## src/dcd_params.svh

```systemverilog
// Register offsets, field positions, frame lengths and reset values of the command decoder.
`ifndef DCD_PARAMS_SVH
`define DCD_PARAMS_SVH
`define DCD_ADDR_RELOAD 8'h01
`define DCD_ADDR_LAMP 8'h02
`define DCD_ADDR_IN_TUNE 8'h10
`define DCD_ADDR_OUT_TUNE 8'h11
`define DCD_ADDR_PREAMP 8'h12
`define DCD_ADDR_STEP 8'h13
`define DCD_ADDR_ROUTE 8'h14
`define DCD_ADDR_AUTO 8'h15
`define DCD_ADDR_SAVE 8'h16
`define DCD_ADDR_STANDBY 8'h17
`define DCD_ADDR_TIMEBASE 8'h18
`define DCD_ADDR_TRIM 8'h19
`define DCD_ADDR_PLAN 8'h1a
`define DCD_ADDR_LOOP 8'h1b
`define DCD_ADDR_CAL 8'h1c
`define DCD_ADDR_NVM 8'h1d
`define DCD_LEN_1 4'h1
`define DCD_LEN_3 4'h3
`define DCD_LEN_5 4'h5
`define DCD_LEN_7 4'h7
`define DCD_BIT_DIRECT 48
`define DCD_STEP_VAL_MSB 7
`define DCD_STEP_SEL_LSB 8
`define DCD_STEP_SEL_MSB 10
`define DCD_STEP_IN1 3'h0
`define DCD_STEP_IN2 3'h1
`define DCD_STEP_OUT1 3'h3
`define DCD_STEP_OUT2 3'h4
`define DCD_RST_STEP 8'h00
`define DCD_RST_TUNE 48'h0
`define DCD_ACK_BYTE 8'h00
`endif

```

## src/dcd_pkg.sv

```systemverilog
// Types shared by the command decoder files.
package dcd_pkg;
  typedef enum logic [2:0] {
    DCD_IDLE = 3'b001,
    DCD_DATA = 3'b010,
    DCD_EXEC = 3'b100
  } dcd_state_e;

  typedef struct packed {
    logic front_amplifier_on;
    logic second_stage_filter_pick;
    logic spectral_flip;
    logic direct_pass_through;
  } dcd_route_s;

  typedef struct packed {
    logic auto_enable;
    logic tracking_drives_amplifier;
    logic [1:0] noise_vs_linearity_choice;
    logic [7:0] expected_input_level;
    logic [7:0] expected_first_stage_level;
    logic [7:0] expected_output_level;
  } dcd_auto_s;

  typedef struct packed {
    logic [7:0] in1;
    logic [7:0] in2;
    logic [7:0] out1;
    logic [7:0] out2;
  } dcd_steps_s;
endpackage

```

## src/dcd_len_lookup.sv

```systemverilog
// Maps a register address byte to the number of data bytes that follow it.
`timescale 1ns/100ps
`include "dcd_params.svh"
module dcd_len_lookup (
  input wire logic [7:0] addr_i,
  output logic [3:0] len_o,
  output logic known_o
);
  always_comb begin
    len_o = `DCD_LEN_1;
    known_o = 1'b1;
    if (addr_i == `DCD_ADDR_IN_TUNE || addr_i == `DCD_ADDR_OUT_TUNE ||
        addr_i == `DCD_ADDR_PLAN) begin
      len_o = `DCD_LEN_7;
    end else if (addr_i == `DCD_ADDR_STEP || addr_i == `DCD_ADDR_TRIM ||
                 addr_i == `DCD_ADDR_NVM) begin
      len_o = `DCD_LEN_3;
    end else if (addr_i == `DCD_ADDR_AUTO) begin
      len_o = `DCD_LEN_5;
    end else if (addr_i == `DCD_ADDR_RELOAD || addr_i == `DCD_ADDR_LAMP ||
                 addr_i == `DCD_ADDR_PREAMP || addr_i == `DCD_ADDR_ROUTE ||
                 (addr_i >= `DCD_ADDR_SAVE && addr_i <= `DCD_ADDR_CAL)) begin
      len_o = `DCD_LEN_1;
    end else begin
      known_o = 1'b0;
    end
  end
endmodule

```

## src/dcd_decoder.sv

```systemverilog
// Byte-serial command decoder for the downconverter configuration registers.
`timescale 1ns/100ps
`include "dcd_params.svh"
module dcd_decoder
  import dcd_pkg::*;
(
  input wire logic sys_clk_i,
  input wire logic rst_i,
  input wire logic rx_valid_i,
  input wire logic [7:0] rx_byte_i,
  output logic rx_ready_o,
  input wire logic ack_enable_i,
  output logic ack_valid_o,
  output logic [7:0] ack_byte_o,
  input wire logic ack_ready_i,
  output logic activity_lamp_o,
  output logic [47:0] input_tuning_word_o,
  output logic input_tune_pulse_o,
  output logic [47:0] first_oscillator_direct_o,
  output logic first_oscillator_direct_pulse_o,
  output logic [47:0] output_tuning_word_o,
  output logic output_tune_pulse_o,
  output logic preamp_on_o,
  output dcd_steps_s steps_o,
  output dcd_route_s route_o,
  output dcd_auto_s auto_o,
  output logic reprogram_pulse_o,
  output logic restore_default_pulse_o,
  output logic [7:0] other_addr_o,
  output logic [23:0] other_data_o,
  output logic other_pulse_o
);
  dcd_state_e state_r;
  logic [7:0] addr_r;
  logic [55:0] data_r;
  logic [3:0] cnt_r;
  logic [3:0] len_w;
  logic known_w;
  logic take_w;
  logic exec_w;
  logic [3:0] len_r;
  logic manual_amp_r;
  logic ack_pend_r;
  logic [55:0] data_nxt;

  dcd_len_lookup u_len (
    .addr_i(rx_byte_i),
    .len_o(len_w),
    .known_o(known_w)
  );

  // Bytes are held off while an acknowledge is still owed to the host.
  assign rx_ready_o = (state_r != DCD_EXEC) && !ack_pend_r;
  assign take_w = rx_valid_i && rx_ready_o;
  assign exec_w = (state_r == DCD_EXEC);

  // Data bytes land least significant first.
  always_comb begin
    data_nxt = data_r;
    data_nxt[cnt_r*8 +: 8] = rx_byte_i;
  end

  always_ff @(posedge sys_clk_i) begin
    if (rst_i) begin
      state_r <= DCD_IDLE;
      addr_r <= 8'h00;
      cnt_r <= 4'h0;
      len_r <= 4'h0;
      data_r <= 56'h0;
    end else begin
      case (state_r)
        DCD_IDLE: begin
          if (take_w && known_w) begin
            addr_r <= rx_byte_i;
            len_r <= len_w;
            cnt_r <= 4'h0;
            data_r <= 56'h0;
            state_r <= DCD_DATA;
          end
        end
        DCD_DATA: begin
          if (take_w) begin
            data_r <= data_nxt;
            cnt_r <= cnt_r + 4'h1;
            if (cnt_r + 4'h1 == len_r) begin
              state_r <= DCD_EXEC;
            end
          end
        end
        DCD_EXEC: begin
          state_r <= DCD_IDLE;
        end
        default: begin
          state_r <= DCD_IDLE;
        end
      endcase
    end
  end

  function automatic logic [3:0] len_of(input logic [7:0] a);
    logic [3:0] l;
    l = `DCD_LEN_1;
    if (a == `DCD_ADDR_IN_TUNE || a == `DCD_ADDR_OUT_TUNE || a == `DCD_ADDR_PLAN) begin
      l = `DCD_LEN_7;
    end else if (a == `DCD_ADDR_STEP || a == `DCD_ADDR_TRIM || a == `DCD_ADDR_NVM) begin
      l = `DCD_LEN_3;
    end else if (a == `DCD_ADDR_AUTO) begin
      l = `DCD_LEN_5;
    end
    return l;
  endfunction

  // Acknowledge after every completed write, on links that use it.
  always_ff @(posedge sys_clk_i) begin
    if (rst_i) begin
      ack_pend_r <= 1'b0;
    end else if (exec_w && ack_enable_i) begin
      ack_pend_r <= 1'b1;
    end else if (ack_ready_i) begin
      ack_pend_r <= 1'b0;
    end
  end
  assign ack_valid_o = ack_pend_r;
  assign ack_byte_o = `DCD_ACK_BYTE;

  always_ff @(posedge sys_clk_i) begin
    if (rst_i) begin
      reprogram_pulse_o <= 1'b0;
      restore_default_pulse_o <= 1'b0;
    end else begin
      reprogram_pulse_o <= exec_w && addr_r == `DCD_ADDR_RELOAD && !data_r[0];
      restore_default_pulse_o <= exec_w && addr_r == `DCD_ADDR_RELOAD && data_r[0];
    end
  end

  always_ff @(posedge sys_clk_i) begin
    if (rst_i || restore_default_pulse_o) begin
      activity_lamp_o <= 1'b0;
    end else if (exec_w && addr_r == `DCD_ADDR_LAMP) begin
      activity_lamp_o <= data_r[0];
    end
  end

  // Tuning words take effect straight from reset, no reload needed.
  always_ff @(posedge sys_clk_i) begin
    if (rst_i || restore_default_pulse_o) begin
      input_tuning_word_o <= `DCD_RST_TUNE;
      first_oscillator_direct_o <= `DCD_RST_TUNE;
      output_tuning_word_o <= `DCD_RST_TUNE;
      input_tune_pulse_o <= 1'b0;
      first_oscillator_direct_pulse_o <= 1'b0;
      output_tune_pulse_o <= 1'b0;
    end else begin
      input_tune_pulse_o <= 1'b0;
      first_oscillator_direct_pulse_o <= 1'b0;
      output_tune_pulse_o <= 1'b0;
      if (exec_w && addr_r == `DCD_ADDR_IN_TUNE) begin
        if (data_r[`DCD_BIT_DIRECT]) begin
          first_oscillator_direct_o <= data_r[47:0];
          first_oscillator_direct_pulse_o <= 1'b1;
        end else begin
          input_tuning_word_o <= data_r[47:0];
          input_tune_pulse_o <= 1'b1;
        end
      end
      if (exec_w && addr_r == `DCD_ADDR_OUT_TUNE) begin
        output_tuning_word_o <= data_r[47:0];
        output_tune_pulse_o <= 1'b1;
      end
    end
  end

  always_ff @(posedge sys_clk_i) begin
    if (rst_i || restore_default_pulse_o) begin
      steps_o <= '0;
    end else if (exec_w && addr_r == `DCD_ADDR_STEP) begin
      case (data_r[`DCD_STEP_SEL_MSB:`DCD_STEP_SEL_LSB])
        `DCD_STEP_IN1: steps_o.in1 <= data_r[`DCD_STEP_VAL_MSB:0];
        `DCD_STEP_IN2: steps_o.in2 <= data_r[`DCD_STEP_VAL_MSB:0];
        `DCD_STEP_OUT1: steps_o.out1 <= data_r[`DCD_STEP_VAL_MSB:0];
        `DCD_STEP_OUT2: steps_o.out2 <= data_r[`DCD_STEP_VAL_MSB:0];
        default: steps_o <= steps_o;
      endcase
    end
  end

  // Amplifier: last PREAMP or ROUTE write wins; ROUTE writes leave it alone while tracking owns it.
  always_ff @(posedge sys_clk_i) begin
    if (rst_i || restore_default_pulse_o) begin
      manual_amp_r <= 1'b0;
      route_o <= '0;
    end else if (exec_w && addr_r == `DCD_ADDR_PREAMP) begin
      manual_amp_r <= data_r[0];
    end else if (exec_w && addr_r == `DCD_ADDR_ROUTE) begin
      if (!(auto_o.auto_enable && auto_o.tracking_drives_amplifier)) begin
        manual_amp_r <= data_r[0];
      end
      route_o <= {data_r[0], data_r[1], data_r[2], data_r[3]};
    end
  end
  assign preamp_on_o = manual_amp_r;

  always_ff @(posedge sys_clk_i) begin
    if (rst_i || restore_default_pulse_o) begin
      auto_o <= '0;
    end else if (exec_w && addr_r == `DCD_ADDR_AUTO) begin
      auto_o.auto_enable <= data_r[0];
      if (data_r[1]) begin
        auto_o.tracking_drives_amplifier <= data_r[2];
        auto_o.noise_vs_linearity_choice <= data_r[4:3];
        auto_o.expected_input_level <= data_r[15:8];
        auto_o.expected_first_stage_level <= data_r[23:16];
        auto_o.expected_output_level <= data_r[31:24];
      end
    end
  end

  // Registers 0x16 to 0x1d are passed on raw.
  always_ff @(posedge sys_clk_i) begin
    if (rst_i) begin
      other_addr_o <= 8'h00;
      other_data_o <= 24'h0;
      other_pulse_o <= 1'b0;
    end else begin
      other_pulse_o <= exec_w && addr_r >= `DCD_ADDR_SAVE;
      if (exec_w && addr_r >= `DCD_ADDR_SAVE) begin
        other_addr_o <= addr_r;
        other_data_o <= data_r[23:0];
      end
    end
  end
endmodule

```

## config.mk

```make
export PLATFORM = sky130hd
export DESIGN_NAME = dcd_decoder
export DESIGN_NICKNAME = d
export VERILOG_FILES = /design/src/dcd_pkg.sv /design/src/dcd_len_lookup.sv /design/src/dcd_decoder.sv
export VERILOG_INCLUDE_DIRS = /design/src
export SDC_FILE = /design/constraint.sdc
export NUM_CORES = 1
export LEC_CHECK = 0
export ABC_AREA = 1
export BUFFER_PORTS_ARGS = -buffer_cell sky130_fd_sc_hd__buf_2
export CAP_MARGIN = 20
export CELL_PAD_IN_SITES_DETAIL_PLACEMENT = 1
export CELL_PAD_IN_SITES_GLOBAL_PLACEMENT = 2
export CORE_MARGIN = 3
export CORE_UTILIZATION = 25
export DETAILED_ROUTE_END_ITERATION = 16
export PLACE_DENSITY = 0.72
export SLEW_MARGIN = 25
export SYNTH_ARGS = -nofsm -noshare
export SYNTH_HDL_FRONTEND = slang
export SYNTH_SLANG_ARGS = --single-unit
```

## constraint.sdc

```tcl
create_clock -name sys_clk_i -period 2.7 [get_ports sys_clk_i]
set_clock_uncertainty 0.05 [all_clocks]
set_input_delay 0.54 -clock sys_clk_i [delete_from_list [all_inputs] [get_ports sys_clk_i]]
set_output_delay 0.54 -clock sys_clk_i [all_outputs]
set_load 0.1 [all_outputs]
```

## After elaboration in Yosys (flattened, before gate mapping)

Cells that the tools add are included.

| storage, ports and cells | value |
|---|---|
| RAM bits | 0 |
| memory bits (read-only) | 0 |
| bits in latches | 0 |
| register bits | 324 |
| word-level logic and storage cells | 145 |
| memories | 0 |
| output and inout bits | 258 |

| operators by class | value |
|---|---|
| $mul | 0 |
| bitwise gates (word level) | 3 |
| mux-type cells | 26 |
| reduce and logical (&&, ||, !) cells | 45 |
| add/sub/neg operators | 2 |
| equal/unequal tests | 31 |
| order comparisons | 3 |
| shifts and indexed selects | 2 |
| divide/modulo/power cells | 0 |

Operators by type and width:

| cell | count |
|---|---|
| $eq 8x5->1 const B | 15 |
| $mux 56 | 2 |
| $pmux 56 s2 | 1 |
| $bwmux 56 | 1 |
| $shift 8x34->56 const A | 1 |
| $shiftx 8x34->56 | 1 |
| $neg 7->34 | 1 |
| $reduce_and 2->1 | 10 |
| $logic_and 1x1->1 | 17 |
| $eq 8x1->1 const B | 2 |
| $eq 8x2->1 const B | 2 |
| $ge 8x5->1 const B | 2 |
| $mux 4 | 4 |
| $mux 1 | 12 |
| $mux 3 | 4 |
| $logic_or 1x1->1 | 9 |
| $le 8x5->1 const B | 1 |
| $ne 2x2->1 const B | 4 |
| $pmux 4 s2 | 1 |
| $eq 3x1->1 const B | 2 |
| $eq 3x2->1 const B | 2 |
| $eq 3x3->1 const B | 2 |
| $pmux 3 s2 | 1 |
| $reduce_and 3->1 | 2 |
| 8 further kinds | 13 |

## Depth between registers and ports, before layout

Gate-level depths: netlist of run 1.

| depth | value |
|---|---|
| depth after elaboration | 12 |
| gate-level depth with buffers | 16 |
| mapped depth without buffers | 14 |

## By module

A second synthesis of run 1 with hierarchy kept.

| second synthesis, totals | value |
|---|---|
| cell total of the unflattened synthesis | 1,617 |
| area, all modules | 12,423.2 sq um |

Modules (own cells, without submodules):

| module | cells an instance | times used | area each (sq um) |
|---|---|---|---|
| dcd_decoder | 1,584 | 1 | 12,276.8 |
| dcd_len_lookup | 33 | 1 | 146.4 |

## Worst setup path after synthesis of run 1

OpenSTA, ideal clock, no wires.

| timing path | value |
|---|---|
| kind | flip-flop to flip-flop |
| start | register ack_pend_r (netlist: ack_valid_o) |
| end | register data_r[31] |
| arrival | 2.224 ns |
| path slack | 0.304 ns |
| period minus slack after synthesis | 2.396 ns |
| setup time | 0.122 ns |
| stages on the path, launching flop included | 10 |
| cells stage by stage | dfxtp_1 nor2_4 nand2_1 inv_2 nand3_2 nand2_4 buf_6 nand2_1 nand3_1 o21ai_0 |

| between the ends | value |
|---|---|
| word-level cells in the longest chain between the ends | 6 |

Ends and longest elaborated chain:

| element | line | RTL |
|---|---|---|
| from (decl) | dcd_decoder.sv:43 | `logic ack_pend_r;` |
| from (signal assigned) | dcd_decoder.sv:116 | `ack_pend_r <= 1'b0;` |
| from (signal assigned) | dcd_decoder.sv:118 | `ack_pend_r <= 1'b1;` |
| from (signal assigned) | dcd_decoder.sv:120 | `ack_pend_r <= 1'b0;` |
| $logic_not 1->1 (*) | dcd_decoder.sv:53 | `assign rx_ready_o = (state_r != DCD_EXEC) && !ack_pend_r;` |
| $logic_and 1x1->1 (*) | dcd_decoder.sv:53 |  |
| via rx_ready_o | dcd_decoder.sv:11 | `output logic rx_ready_o,` |
| $logic_and 1x1->1 (*) | dcd_decoder.sv:54 | `assign take_w = rx_valid_i && rx_ready_o;` |
| $logic_and 1x1->1 | dcd_decoder.sv:73 | `if (take_w && known_w) begin` |
| $ne 2x2->1 (no source line) | - |  |
| $reduce_and 3->1 (no source line) (*) | - |  |
| to (signal assigned) | dcd_decoder.sv:83 | `data_r <= data_nxt;` |
| to (decl) | dcd_decoder.sv:35 | `logic [55:0] data_r;` |

The timed path passes the listed nets; every way through them passes the cells marked *.
A chain may end at the register's enable or synchronous reset.

## Worst setup path after layout of run 1

| timing path | value |
|---|---|
| start | register state_r[0] |
| end | output port rx_ready_o |

| between the ends | value |
|---|---|
| word-level cells in the longest chain between the ends | 2 |

Ends and longest elaborated chain:

| element | line | RTL |
|---|---|---|
| from (decl) | dcd_decoder.sv:33 | `dcd_state_e state_r;` |
| from (signal assigned) | dcd_decoder.sv:65 | `state_r <= DCD_IDLE;` |
| from (signal assigned) | dcd_decoder.sv:78 | `state_r <= DCD_DATA;` |
| from (signal assigned) | dcd_decoder.sv:86 | `state_r <= DCD_EXEC;` |
| $ne 3x3->1 | dcd_decoder.sv:53 |  |
| $logic_and 1x1->1 | dcd_decoder.sv:53 |  |
| to (decl) | dcd_decoder.sv:11 |  |

Every way passes these cells.

==> impl_metrics.tcl, run 1 <==
set metrics [dict create \
    outcome "complete, no violations" \
    grt_first_pass_wirelength_um 68700 \
    ir_drop_mv 0.450 \
    clkSlewWorstSetupHoldPaths_ns 0.06 \
    track_usage 0.166 \
    critical_path_class "flop to output pin" \
    fin_total_pwr_mw 10.2 \
    post_cts_buffers 0 \
    initial_utilization 0.255 \
    rows 80 \
    synth-edff-count 0 \
    clock_latency_ns 0.56 \
    slew_headroom 0.567 \
    critical_path.reg2reg.startpoint "cnt_r[1]$_SDFFE_PP0P_" \
    timing.final.setup_violations 0 \
    layout_common_cells "316 x dfxtp_1, 296 x nor2_1, 262 x buf_2, 221 x inv_1, 178 x a211oi_1" \
    synth-seq-area-share 0.513 \
    maxCapViolCount 0 \
    drtIter0Drc 519 \
    fraction_of_met1_tracks_used_by_global_routing 0.231 \
    placedCellCount 2399 \
    drive_gt1_frac 0.218 \
    fmax_mhz 416 \
    synth_ff_type "dfxtp_1" \
    wire_per_inst_um 18.0 \
    critical_path.n_buffers_inverters 3 \
    switching_share 0.231 \
    ys.warnings.count 0 \
    critical-path-top-cell-by-count "inv_2" \
    cellPowerDensity_nw_per_um2 655 \
    cts-root-buf "clkbuf_16" \
    rsz0062_at_grt "false" \
    clk_path_buf_depth 3 \
    cts_made_buffers 39 \
    routed_wl_um 44400 \
    num_antenna_cells 0 \
    routing_usage_on_met2 0.264 \
    detail_route.drc_violations 0 \
    numClockSinks 316 \
    internal-power_mw 7.88 \
    combinational_fraction_of_design_power 0.029 \
    slowest_stage "buf_2" \
    ant_nets 0 \
    critical_path_peak_fanout 5 \
    post_dp_hpwl_um 32100 \
    chipHeight_um 228 \
    finalCriticalPeriod_ns 2.40 \
    grt_start_max_net_pins 98 \
    arrival_time_of_data_at_the_critical_path_endpoint_ns 1.81 \
    synth_seq_cells 316 \
    floorplan.core_area_um2 48200 \
    timing.hold.worst.start "ack_enable_i" \
    cts_tree "built" \
    ios 271 \
    first_pass_iters 4 \
    hold_path_class "input port to flop" \
    crit_path_end_kind "output pin" \
    postSynthAreaPerCell_um2 7.99 \
    finalNonFillerCells 2468 \
    power.switching_mw 2.36 \
    flow.area_growth_from_synthesis_pct 26.9 \
    route.detailed.vias_per_inst 4.50 \
    timing_hold_violations_final 0 \
    grt_overflow 0 \
    netlist_instances 1542 \
    via_count_of_the_first_global_routing_pass 11140 \
    timing.critical_path.required_ns 2.11 \
    path_cells "inv_2 -> nand3_2 -> inv_2 -> nor2_4 -> buf_2" \
    number_of_pins_exceeding_their_max_slew_limit_in_the_final_report 0 \
    synth_async_sr_flop_share 0 \
    antenna_found_initial 0 \
    ctsResizeCount 0 \
    floorplan.die_area_um2 52000 \
    grt.busiest_layer "met2" \
    timing.critical_path.from "state_r[0]$_SDFFE_PP1P_" \
    cellLeakagePower_nw 6.90 \
    pwr-share-seq 0.458 \
    layout.cells.most_common "dfxtp_1" \
    power.clock.fraction 0.512 \
    final_critical_path_share_of_the_clock_period 0.890 \
    final_nets 1800 \
    gr-usage-met3 0.0364 \
    htree_num_levels 2 \
    finalWeightedCongestion 0.855 \
    vias 11107 \
    totalNegativeSetupSlack_ns 0 \
    post_synthesis_instance_area_um2 12300 \
    cp_top_family "buffers and inverters" \
    die-width_um 228 \
    yosysUniqueCellTypes 38 \
    ctsHoldBuffers 0 \
    worst_pin_slew_ns 0.647 \
    critical-path-max-stage-delay_ns 0.42 \
    cp-start-kind "flop" \
    io_buffers 262 \
]
worst paths after layout:
check / cells past startpoint / slack [ns] / end
max: 5 / 0.30 / rx_ready_o
min reg2reg: 2 / 0.40 / input_tuning_word_o[37]$_SDFFE_PP0P_
min: 3 / 0.19 / ack_valid_o$_SDFFE_PP0P_
max reg2reg: 9 / 0.56 / data_r[41]$_SDFFE_PP0P_
synthesized netlist by cell type (2+ instances only):
cell / n / area share
nand3_1: 54 / 0.022
clkbuf_1: 62 / 0.019
nand4_1: 5 / 0.0025
xor2_1: 3 / 0.0021
o21ai_0: 49 / 0.020
ha_1: 3 / 0.0030
buf_6: 5 / 0.0046
nand2_1: 118 / 0.036
inv_2: 12 / 0.0037
nand2_2: 3 / 0.0015
a21oi_1: 94 / 0.038
nor2_4: 3 / 0.0027
xnor2_1: 2 / 0.0014
nor3_4: 3 / 0.0040
dfxtp_1: 316 / 0.51
a211oi_1: 178 / 0.11
or2_2: 2 / 0.0010
inv_1: 221 / 0.067
nor2_2: 3 / 0.0015
buf_4: 11 / 0.0067
nand3_2: 5 / 0.0041
clkinv_1: 3 / 0.00091
nor2_1: 296 / 0.090
nor3_1: 23 / 0.0093
o21a_1: 33 / 0.020
buf_2: 23 / 0.0093
registers in the layout, summed over array words and instances (netlist names), 3 cells and up:
| register | count |
|---|---|
| output_tuning_word_o | 48 |
| first_oscillator_direct_o | 48 |
| other_addr_o | 8 |
| cnt_r | 4 |
| input_tuning_word_o | 48 |
| addr_r | 8 |
| len_r | 3 |
| route_o | 4 |
| state_r | 3 |
| auto_o | 28 |
| other_data_o | 24 |
| data_r | 49 |
| steps_o | 32 |
power by group through the flow:
stage / Sequential (mW) / Combinational (mW) / Clock, mW
after floorplan: 4.79 / 0.221 / 0
after global placement: 4.79 / 0.295 / 0
after detailed placement: 4.80 / 0.299 / 0
after CTS: 4.69 / 0.301 / 5.42
after global routing: 4.69 / 0.330 / 5.62
final: 4.69 / 0.299 / 5.25
final cells by class:
| type | count | area (µm²) |
|---|---|---|
| tap | 656 | 821 |
| timing repair buffer | 296 | 1640 |
| clock inverter | 15 | 150 |
| sequential | 316 | 6330 |
| clock buffer | 54 | 1130 |
| inverter | 236 | 887 |
| fill | 5828 | 32600 |
| multi-input combinational | 895 | 4680 |
through the flow:
| stage | hold slack [ns] | setup slack (ns) | cell area, µm² | utilization |
|---|---|---|---|---|
| 2_1_floorplan | 0.389 | 0.304 | 12400 | - |
| 3_3_place_gp | 0.392 | 0.212 | 14400 | 0.297 |
| 4_1_cts | 0.163 | 0.242 | 15600 | 0.324 |
| 5_1_grt | 0.177 | 0.201 | 15600 | 0.324 |
| 6_report | 0.194 | 0.296 | 15600 | 0.324 |
| 3_5_place_dp | 0.394 | 0.173 | 14400 | 0.297 |
worst min-delay path, stage by stage:
cell	delay [ns]
buf_2	0.10
nand2_1	0.05
a21oi_1	0.05
routing by layer:
layer  vias up  part of all wire
met5         -                 0
met4         0             0.017
met3        51             0.049
met2       204              0.45
met1      5335              0.49
li1       5517                 -
logic make-up (layout without fill, tap and decap cells):
| kind of cell | Yosys count | after routing | synth area share |
|---|---|---|---|
| AO/OA/AOI/OAI | 358 | 358 | 0.189 |
| XOR/XNOR | 5 | 5 | 0.00355 |
| adder cells (fa/ha/maj) | 3 | 3 | 0.00305 |
| buffers and inverters | 338 | 601 | 0.112 |
| flip-flops | 316 | 316 | 0.513 |
| other | 1 | 8 | 0.000304 |
| AND/OR/NAND/NOR | 521 | 521 | 0.179 |
Power figures use the tool's default switching activity.
==> run 2, diff against run 1 <==
--- a/config.mk
+++ b/config.mk
@@ -14,8 +14,9 @@
 export CORE_MARGIN = 3
 export CORE_UTILIZATION = 25
 export DETAILED_ROUTE_END_ITERATION = 16
-export PLACE_DENSITY = 0.72
+export PLACE_DENSITY = 0.73
 export SLEW_MARGIN = 25
 export SYNTH_ARGS = -nofsm -noshare
 export SYNTH_HDL_FRONTEND = slang
+export SYNTH_HIERARCHICAL = 1
 export SYNTH_SLANG_ARGS = --single-unit
==> impl_metrics.tcl, run 2 <==
set metrics [dict create \
    post_dp_cell_area_um2 14400 \
    fin_ws_ns 0.383 \
    vias 11361 \
    maxCapViolCount 0 \
    post_dp_hpwl_um 32600 \
    yosys.area_share.xor_xnor 0.000705 \
    path_cells "nor2_2 -> nand2_1 -> inv_1 -> ha_1 -> nand3_1 -> nor2_1 -> buf_4 -> nand2_1 -> o21ai_4 -> nand2_1 -> nand2_1 -> nor2_1" \
    number_of_flip_flops_under_the_largest_register_name 49 \
    rows 81 \
    arrival_time_of_data_at_the_critical_path_endpoint_ns 2.71 \
    fin_total_pwr_mw 10.0 \
    sequential_cell_area_um2 6350 \
    via_count_of_the_first_global_routing_pass 11266 \
    yosys.area.top_type "dfxtp_1" \
    floorplan.die_area_um2 52400 \
    synth_area_leaders "dfxtp_1 51%, o21ai_0 8.1%, nor2_1 7.7%, a21oi_1 7.5%, inv_1 6.9%" \
    cts_made_buffers 39 \
    post_synthesis_instance_area_um2 12400 \
    detail_route.drc_violations 0 \
    synth-seq-area-share 0.511 \
    totalNegativeSetupSlack_ns 0 \
    critical_path_class "flop to flop" \
    ios 271 \
    timing.critical_path.from "cnt_r[2]$_SDFFE_PP0P_" \
    post_cts_buffers 0 \
    critical_path_peak_fanout 16 \
    routed_wl_um 45300 \
    cts_tree "built" \
    synth_async_sr_flop_share 0 \
    netlist_instances 1617 \
    drtIter0Drc 578 \
    floorplan.core_area_um2 49100 \
    ir_drop_mv 0.311 \
    final_critical_path_share_of_the_clock_period 0.858 \
    hold_path_class "input port to flop" \
    chipHeight_um 229 \
    synth_compound_gate_area_share 0.194 \
    number_of_pins_exceeding_their_max_slew_limit_in_the_final_report 0 \
    io_buffers 262 \
    track_usage 0.168 \
    netlist.area_leader.share 0.511 \
    wire_per_inst_um 17.9 \
    critical-path-top-cell-by-count "nand2_1" \
    drive_gt1_frac 0.210 \
    outcome "complete, no violations" \
    ctsHoldBuffers 0 \
    final.fill_count 6072 \
    ctsResizeCount 0 \
    timing_hold_violations_final 0 \
    hold_ws_ns 0.196 \
    timing.hold.worst.start "ack_enable_i" \
    htree_num_levels 2 \
    critical_path.reg2reg.startpoint "cnt_r[2]$_SDFFE_PP0P_" \
    regMostFlops "data_r" \
    timing.final.setup_violations 0 \
    yosysUniqueCellTypes 39 \
    cts-root-buf "clkbuf_16" \
    clock_latency_ns 0.55 \
    first_pass_iters 4 \
    grt_first_pass_wirelength_um 69200 \
    post_synth_and_or_nand_nor_area_fraction 0.178 \
    ant_nets 0 \
    finalWeightedCongestion 0.847 \
    flow.area_growth_from_synthesis_pct 25.5 \
    largest_family_of_logic_cells_by_synthesized_area "compound AO/OA/AOI/OAI gates" \
    worst_pin_slew_ns 0.801 \
    grt_start_max_net_pins 144 \
    synth_seq_cells 317 \
    die-width_um 229 \
    adder_and_majority_cell_fraction_of_the_synthesized_area 0.00302 \
    rsz0062_at_grt "false" \
    finish.instance_area_um2 15600 \
    place_ws_ns 0.176 \
    num_antenna_cells 0 \
    synthMostInstantiatedCell "dfxtp_1" \
    crit_path_end_kind "flop" \
    ys.warnings.count 6 \
    postSynthAreaPerCell_um2 7.68 \
    cp-start-kind "flop" \
    antenna_found_initial 0 \
    grt_overflow 0 \
    initial_utilization 0.253 \
    slowest_stage "dfxtp_1" \
    fmax_mhz 432 \
    synth-edff-count 0 \
    timing.critical_path.required_ns 3.09 \
    clkSlewWorstSetupHoldPaths_ns 0.06 \
    slew_headroom 0.465 \
    synth.cells.most_frequent "317 x dfxtp_1, 255 x nor2_1, 228 x inv_1" \
    yosys-mux-area-fraction 0 \
    multi_input_combinational_cell_area_um2 4730 \
    cellLeakagePower_nw 6.83 \
    route.detailed.vias_per_inst 4.48 \
    layout.cells.most_common "dfxtp_1" \
    critical-path-max-stage-delay_ns 0.52 \
    finalCriticalPeriod_ns 2.32 \
    synth_ff_type "dfxtp_1" \
    clk_path_buf_depth 3 \
    layout_common_cells "317 x dfxtp_1, 262 x buf_2, 255 x nor2_1, 228 x inv_1, 202 x o21ai_0" \
    cellPowerDensity_nw_per_um2 642 \
    numClockSinks 317 \
    final_nets 1865 \
]
## run 2: changes by cell type in the layout (fill, tap and decap cells not counted), moves of 7 or more
cell,delta
o21ai_0,+153
a211oi_1,-132
a21oi_1,+92
nor2_1,-41
o21a_1,-33
nand2_1,+27
nor3_1,-15
buf_4,-8
inv_1,+7
## run 2: cell families after synthesis
logic type,Yosys count
xor+xnor,1
simple gates,503
flops,317
compound gates,447
fa+ha+maj,3
buf+inv,343
other cells,3
## run 2: area by class of cell
| type | instances | share of cell area |
|---|---|---|
| Timing Repair Buffer | 288 | 0.101 |
| Sequential cell | 317 | 0.407 |
| Clock buffer | 53 | 0.0705 |
| Multi-Input combinational cell | 964 | 0.303 |
| Clock inverter | 12 | 0.00690 |
| Inverter | 239 | 0.0577 |
| Tap cell | 664 | 0.0533 |
## run 2: worst paths after layout
kind,cells after the start,end,slack (ns)
worst max-delay path,12,data_r[33]$_SDFFE_PP0P_,0.38
worst min-delay path,3,ack_valid_o$_SDFFE_PP0P_,0.20
worst max register to register,12,data_r[33]$_SDFFE_PP0P_,0.38
worst min register to register,2,input_tuning_word_o[9]$_SDFFE_PP0P_,0.39
## run 2: metrics by stage
stage	utilization	cells
2_1_floorplan	-	1624
3_3_place_gp	0.293	2472
3_5_place_dp	0.293	2472
4_1_cts	0.318	2537
5_1_grt	0.318	2537
6_report	0.318	2537
## run 2: metal layers
layer / vias to the layer above / global-route usage / part of all wire
li1: 5640 / - / -
met1: 5438 / 0.237 / 0.49
met2: 218 / 0.265 / 0.45
met3: 65 / 0.0304 / 0.042
met4: 0 / 0.0455 / 0.023
met5: - / 0 / 0
## run 2: report_power, final
group / internal (mW) / total [mW] / switching (mW)
clock: 2.95 / 5.01 / 2.06
combinational: 0.0668 / 0.293 / 0.226
sequential: 4.69 / 4.71 / 0.0236
## run 2: critical path, delay by kind of cell (launching register included)
family	cells	cell delay (ns)
adder cells (fa/ha/maj)	1	0.30
flip-flops	1	0.52
buffers and inverters	2	0.24
AO/OA/AOI/OAI	1	0.36
AND/OR/NAND/NOR	8	0.73
==> run 3, diff against run 2 <==
--- a/config.mk
+++ b/config.mk
@@ -12,9 +12,9 @@
 export CELL_PAD_IN_SITES_DETAIL_PLACEMENT = 1
 export CELL_PAD_IN_SITES_GLOBAL_PLACEMENT = 2
 export CORE_MARGIN = 3
-export CORE_UTILIZATION = 25
+export CORE_UTILIZATION = 31
 export DETAILED_ROUTE_END_ITERATION = 16
-export PLACE_DENSITY = 0.73
+export PLACE_DENSITY = 0.86
 export SLEW_MARGIN = 25
 export SYNTH_ARGS = -nofsm -noshare
 export SYNTH_HDL_FRONTEND = slang
==> impl_metrics.tcl, run 3 (synthesis gave the netlist of run 2 again) <==
set metrics [dict create \
    cts-root-buf "clkbuf_16" \
    final.fill_count 4837 \
    hold_ws_ns 0.202 \
    timing.final.setup_violations 0 \
    timing.critical_path.required_ns 3.07 \
    numClockSinks 317 \
    multi_input_combinational_cell_area_um2 4730 \
    drive_gt1_frac 0.208 \
    ir_drop_mv 0.438 \
    detail_route.drc_violations 0 \
    cellPowerDensity_nw_per_um2 647 \
    route.detailed.vias_per_inst 4.74 \
    htree_num_levels 2 \
    placedCellCount 2322 \
    final_critical_path_share_of_the_clock_period 0.884 \
    finalCriticalPeriod_ns 2.39 \
    floorplan.die_area_um2 42500 \
    via_count_of_the_first_global_routing_pass 11217 \
    fmax_mhz 419 \
    rsz0062_at_grt "false" \
    outcome "complete, no violations" \
    rows 72 \
    hold_path_class "input port to flop" \
    fin_ws_ns 0.314 \
    post_cts_buffers 0 \
    grt_first_pass_wirelength_um 66000 \
    initial_utilization 0.318 \
    final_nets 1859 \
    floorplan.core_area_um2 39100 \
    ctsResizeCount 0 \
    track_usage 0.200 \
    cp-start-kind "flop" \
    number_of_flip_flops_under_the_largest_register_name 49 \
    layout_common_cells "317 x dfxtp_1, 262 x buf_2, 255 x nor2_1, 228 x inv_1, 202 x o21ai_0" \
    arrival_time_of_data_at_the_critical_path_endpoint_ns 2.76 \
    critical_path_peak_fanout 16 \
    finalNonFillerCells 2384 \
    grt_overflow 0 \
    cts_made_buffers 37 \
    wire_per_inst_um 18.3 \
    crit_path_end_kind "flop" \
    drtIter0Drc 498 \
    routed_wl_um 43500 \
    sequential_cell_area_um2 6350 \
    place_ws_ns 0.281 \
    maxCapViolCount 0 \
    grt_start_max_net_pins 162 \
    io_buffers 262 \
    totalNegativeSetupSlack_ns 0 \
    chipHeight_um 206 \
    vias 11298 \
    die-width_um 206 \
    ctsHoldBuffers 0 \
    ant_nets 0 \
    cellLeakagePower_nw 6.77 \
    clock_latency_ns 0.54 \
    critical_path_class "flop to flop" \
    finalWeightedCongestion 0.915 \
    timing_hold_violations_final 0 \
    post_dp_hpwl_um 31000 \
    first_pass_iters 5 \
    cts_tree "built" \
    layout.cells.most_common "dfxtp_1" \
    ios 271 \
    antenna_found_initial 0 \
    flow.area_growth_from_synthesis_pct 23.5 \
    slew_headroom 0.471 \
    regMostFlops "data_r" \
    worst_pin_slew_ns 0.792 \
    clk_path_buf_depth 3 \
    clkSlewWorstSetupHoldPaths_ns 0.06 \
    number_of_pins_exceeding_their_max_slew_limit_in_the_final_report 0 \
]
[run 3: power breakdown]
| part | switching, mW | internal [mW] |
|---|---|---|
| combinational | 0.222 | 0.0661 |
| sequential | 0.0248 | 4.69 |
| clock | 2.00 | 2.94 |
| total | 2.24 | 7.69 |
[run 3: final timing paths]
kind / start / to / slack, ns / cells after the start
worst min register to register: input_tuning_word_o[6]$_SDFFE_PP0P_ / input_tuning_word_o[6]$_SDFFE_PP0P_ / 0.39 / 2
worst min-delay path: ack_enable_i / ack_valid_o$_SDFFE_PP0P_ / 0.20 / 3
worst max register to register: cnt_r[2]$_SDFFE_PP0P_ / data_r[36]$_SDFFE_PP0P_ / 0.31 / 11
worst max-delay path: cnt_r[2]$_SDFFE_PP0P_ / data_r[36]$_SDFFE_PP0P_ / 0.31 / 11
[run 3: final cells by class]
cell class	count	share of cell area
tap	518	0.0422
antenna	1	0.000163
timing repair buffer	284	0.101
sequential	317	0.414
inverter	239	0.0586
multi-input combinational	964	0.308
clock inverter	12	0.00970
clock buffer	49	0.0665
[run 3: critical path, cell delays in order, from the launching register on]
cell,delay (ns)
dfxtp_1,0.53
nor2_2,0.09
nand2_1,0.10
inv_1,0.05
ha_1,0.29
nand3_1,0.11
nor2_1,0.29
nand2_1,0.15
o21ai_4,0.38
nand2_1,0.11
nand2_1,0.09
nor2_1,0.04
[run 3: layer usage]
layer / vias up / GRT usage / wire [µm]
met5: - / 0 / 0
met4: 0 / 0.0516 / 884
met3: 56 / 0.0403 / 2390
met2: 247 / 0.312 / 19300
met1: 5367 / 0.283 / 21000
li1: 5628 / - / -
[run 3: through the flow]
stage               power [mW]   util  cell area, µm²
global placement          5.10  0.363           14200
finish                    9.93  0.393           15300
detailed placement        5.10  0.363           14200
floorplan                 5.03      -           12400
CTS                       10.1  0.392           15300
global route              10.3  0.392           15300
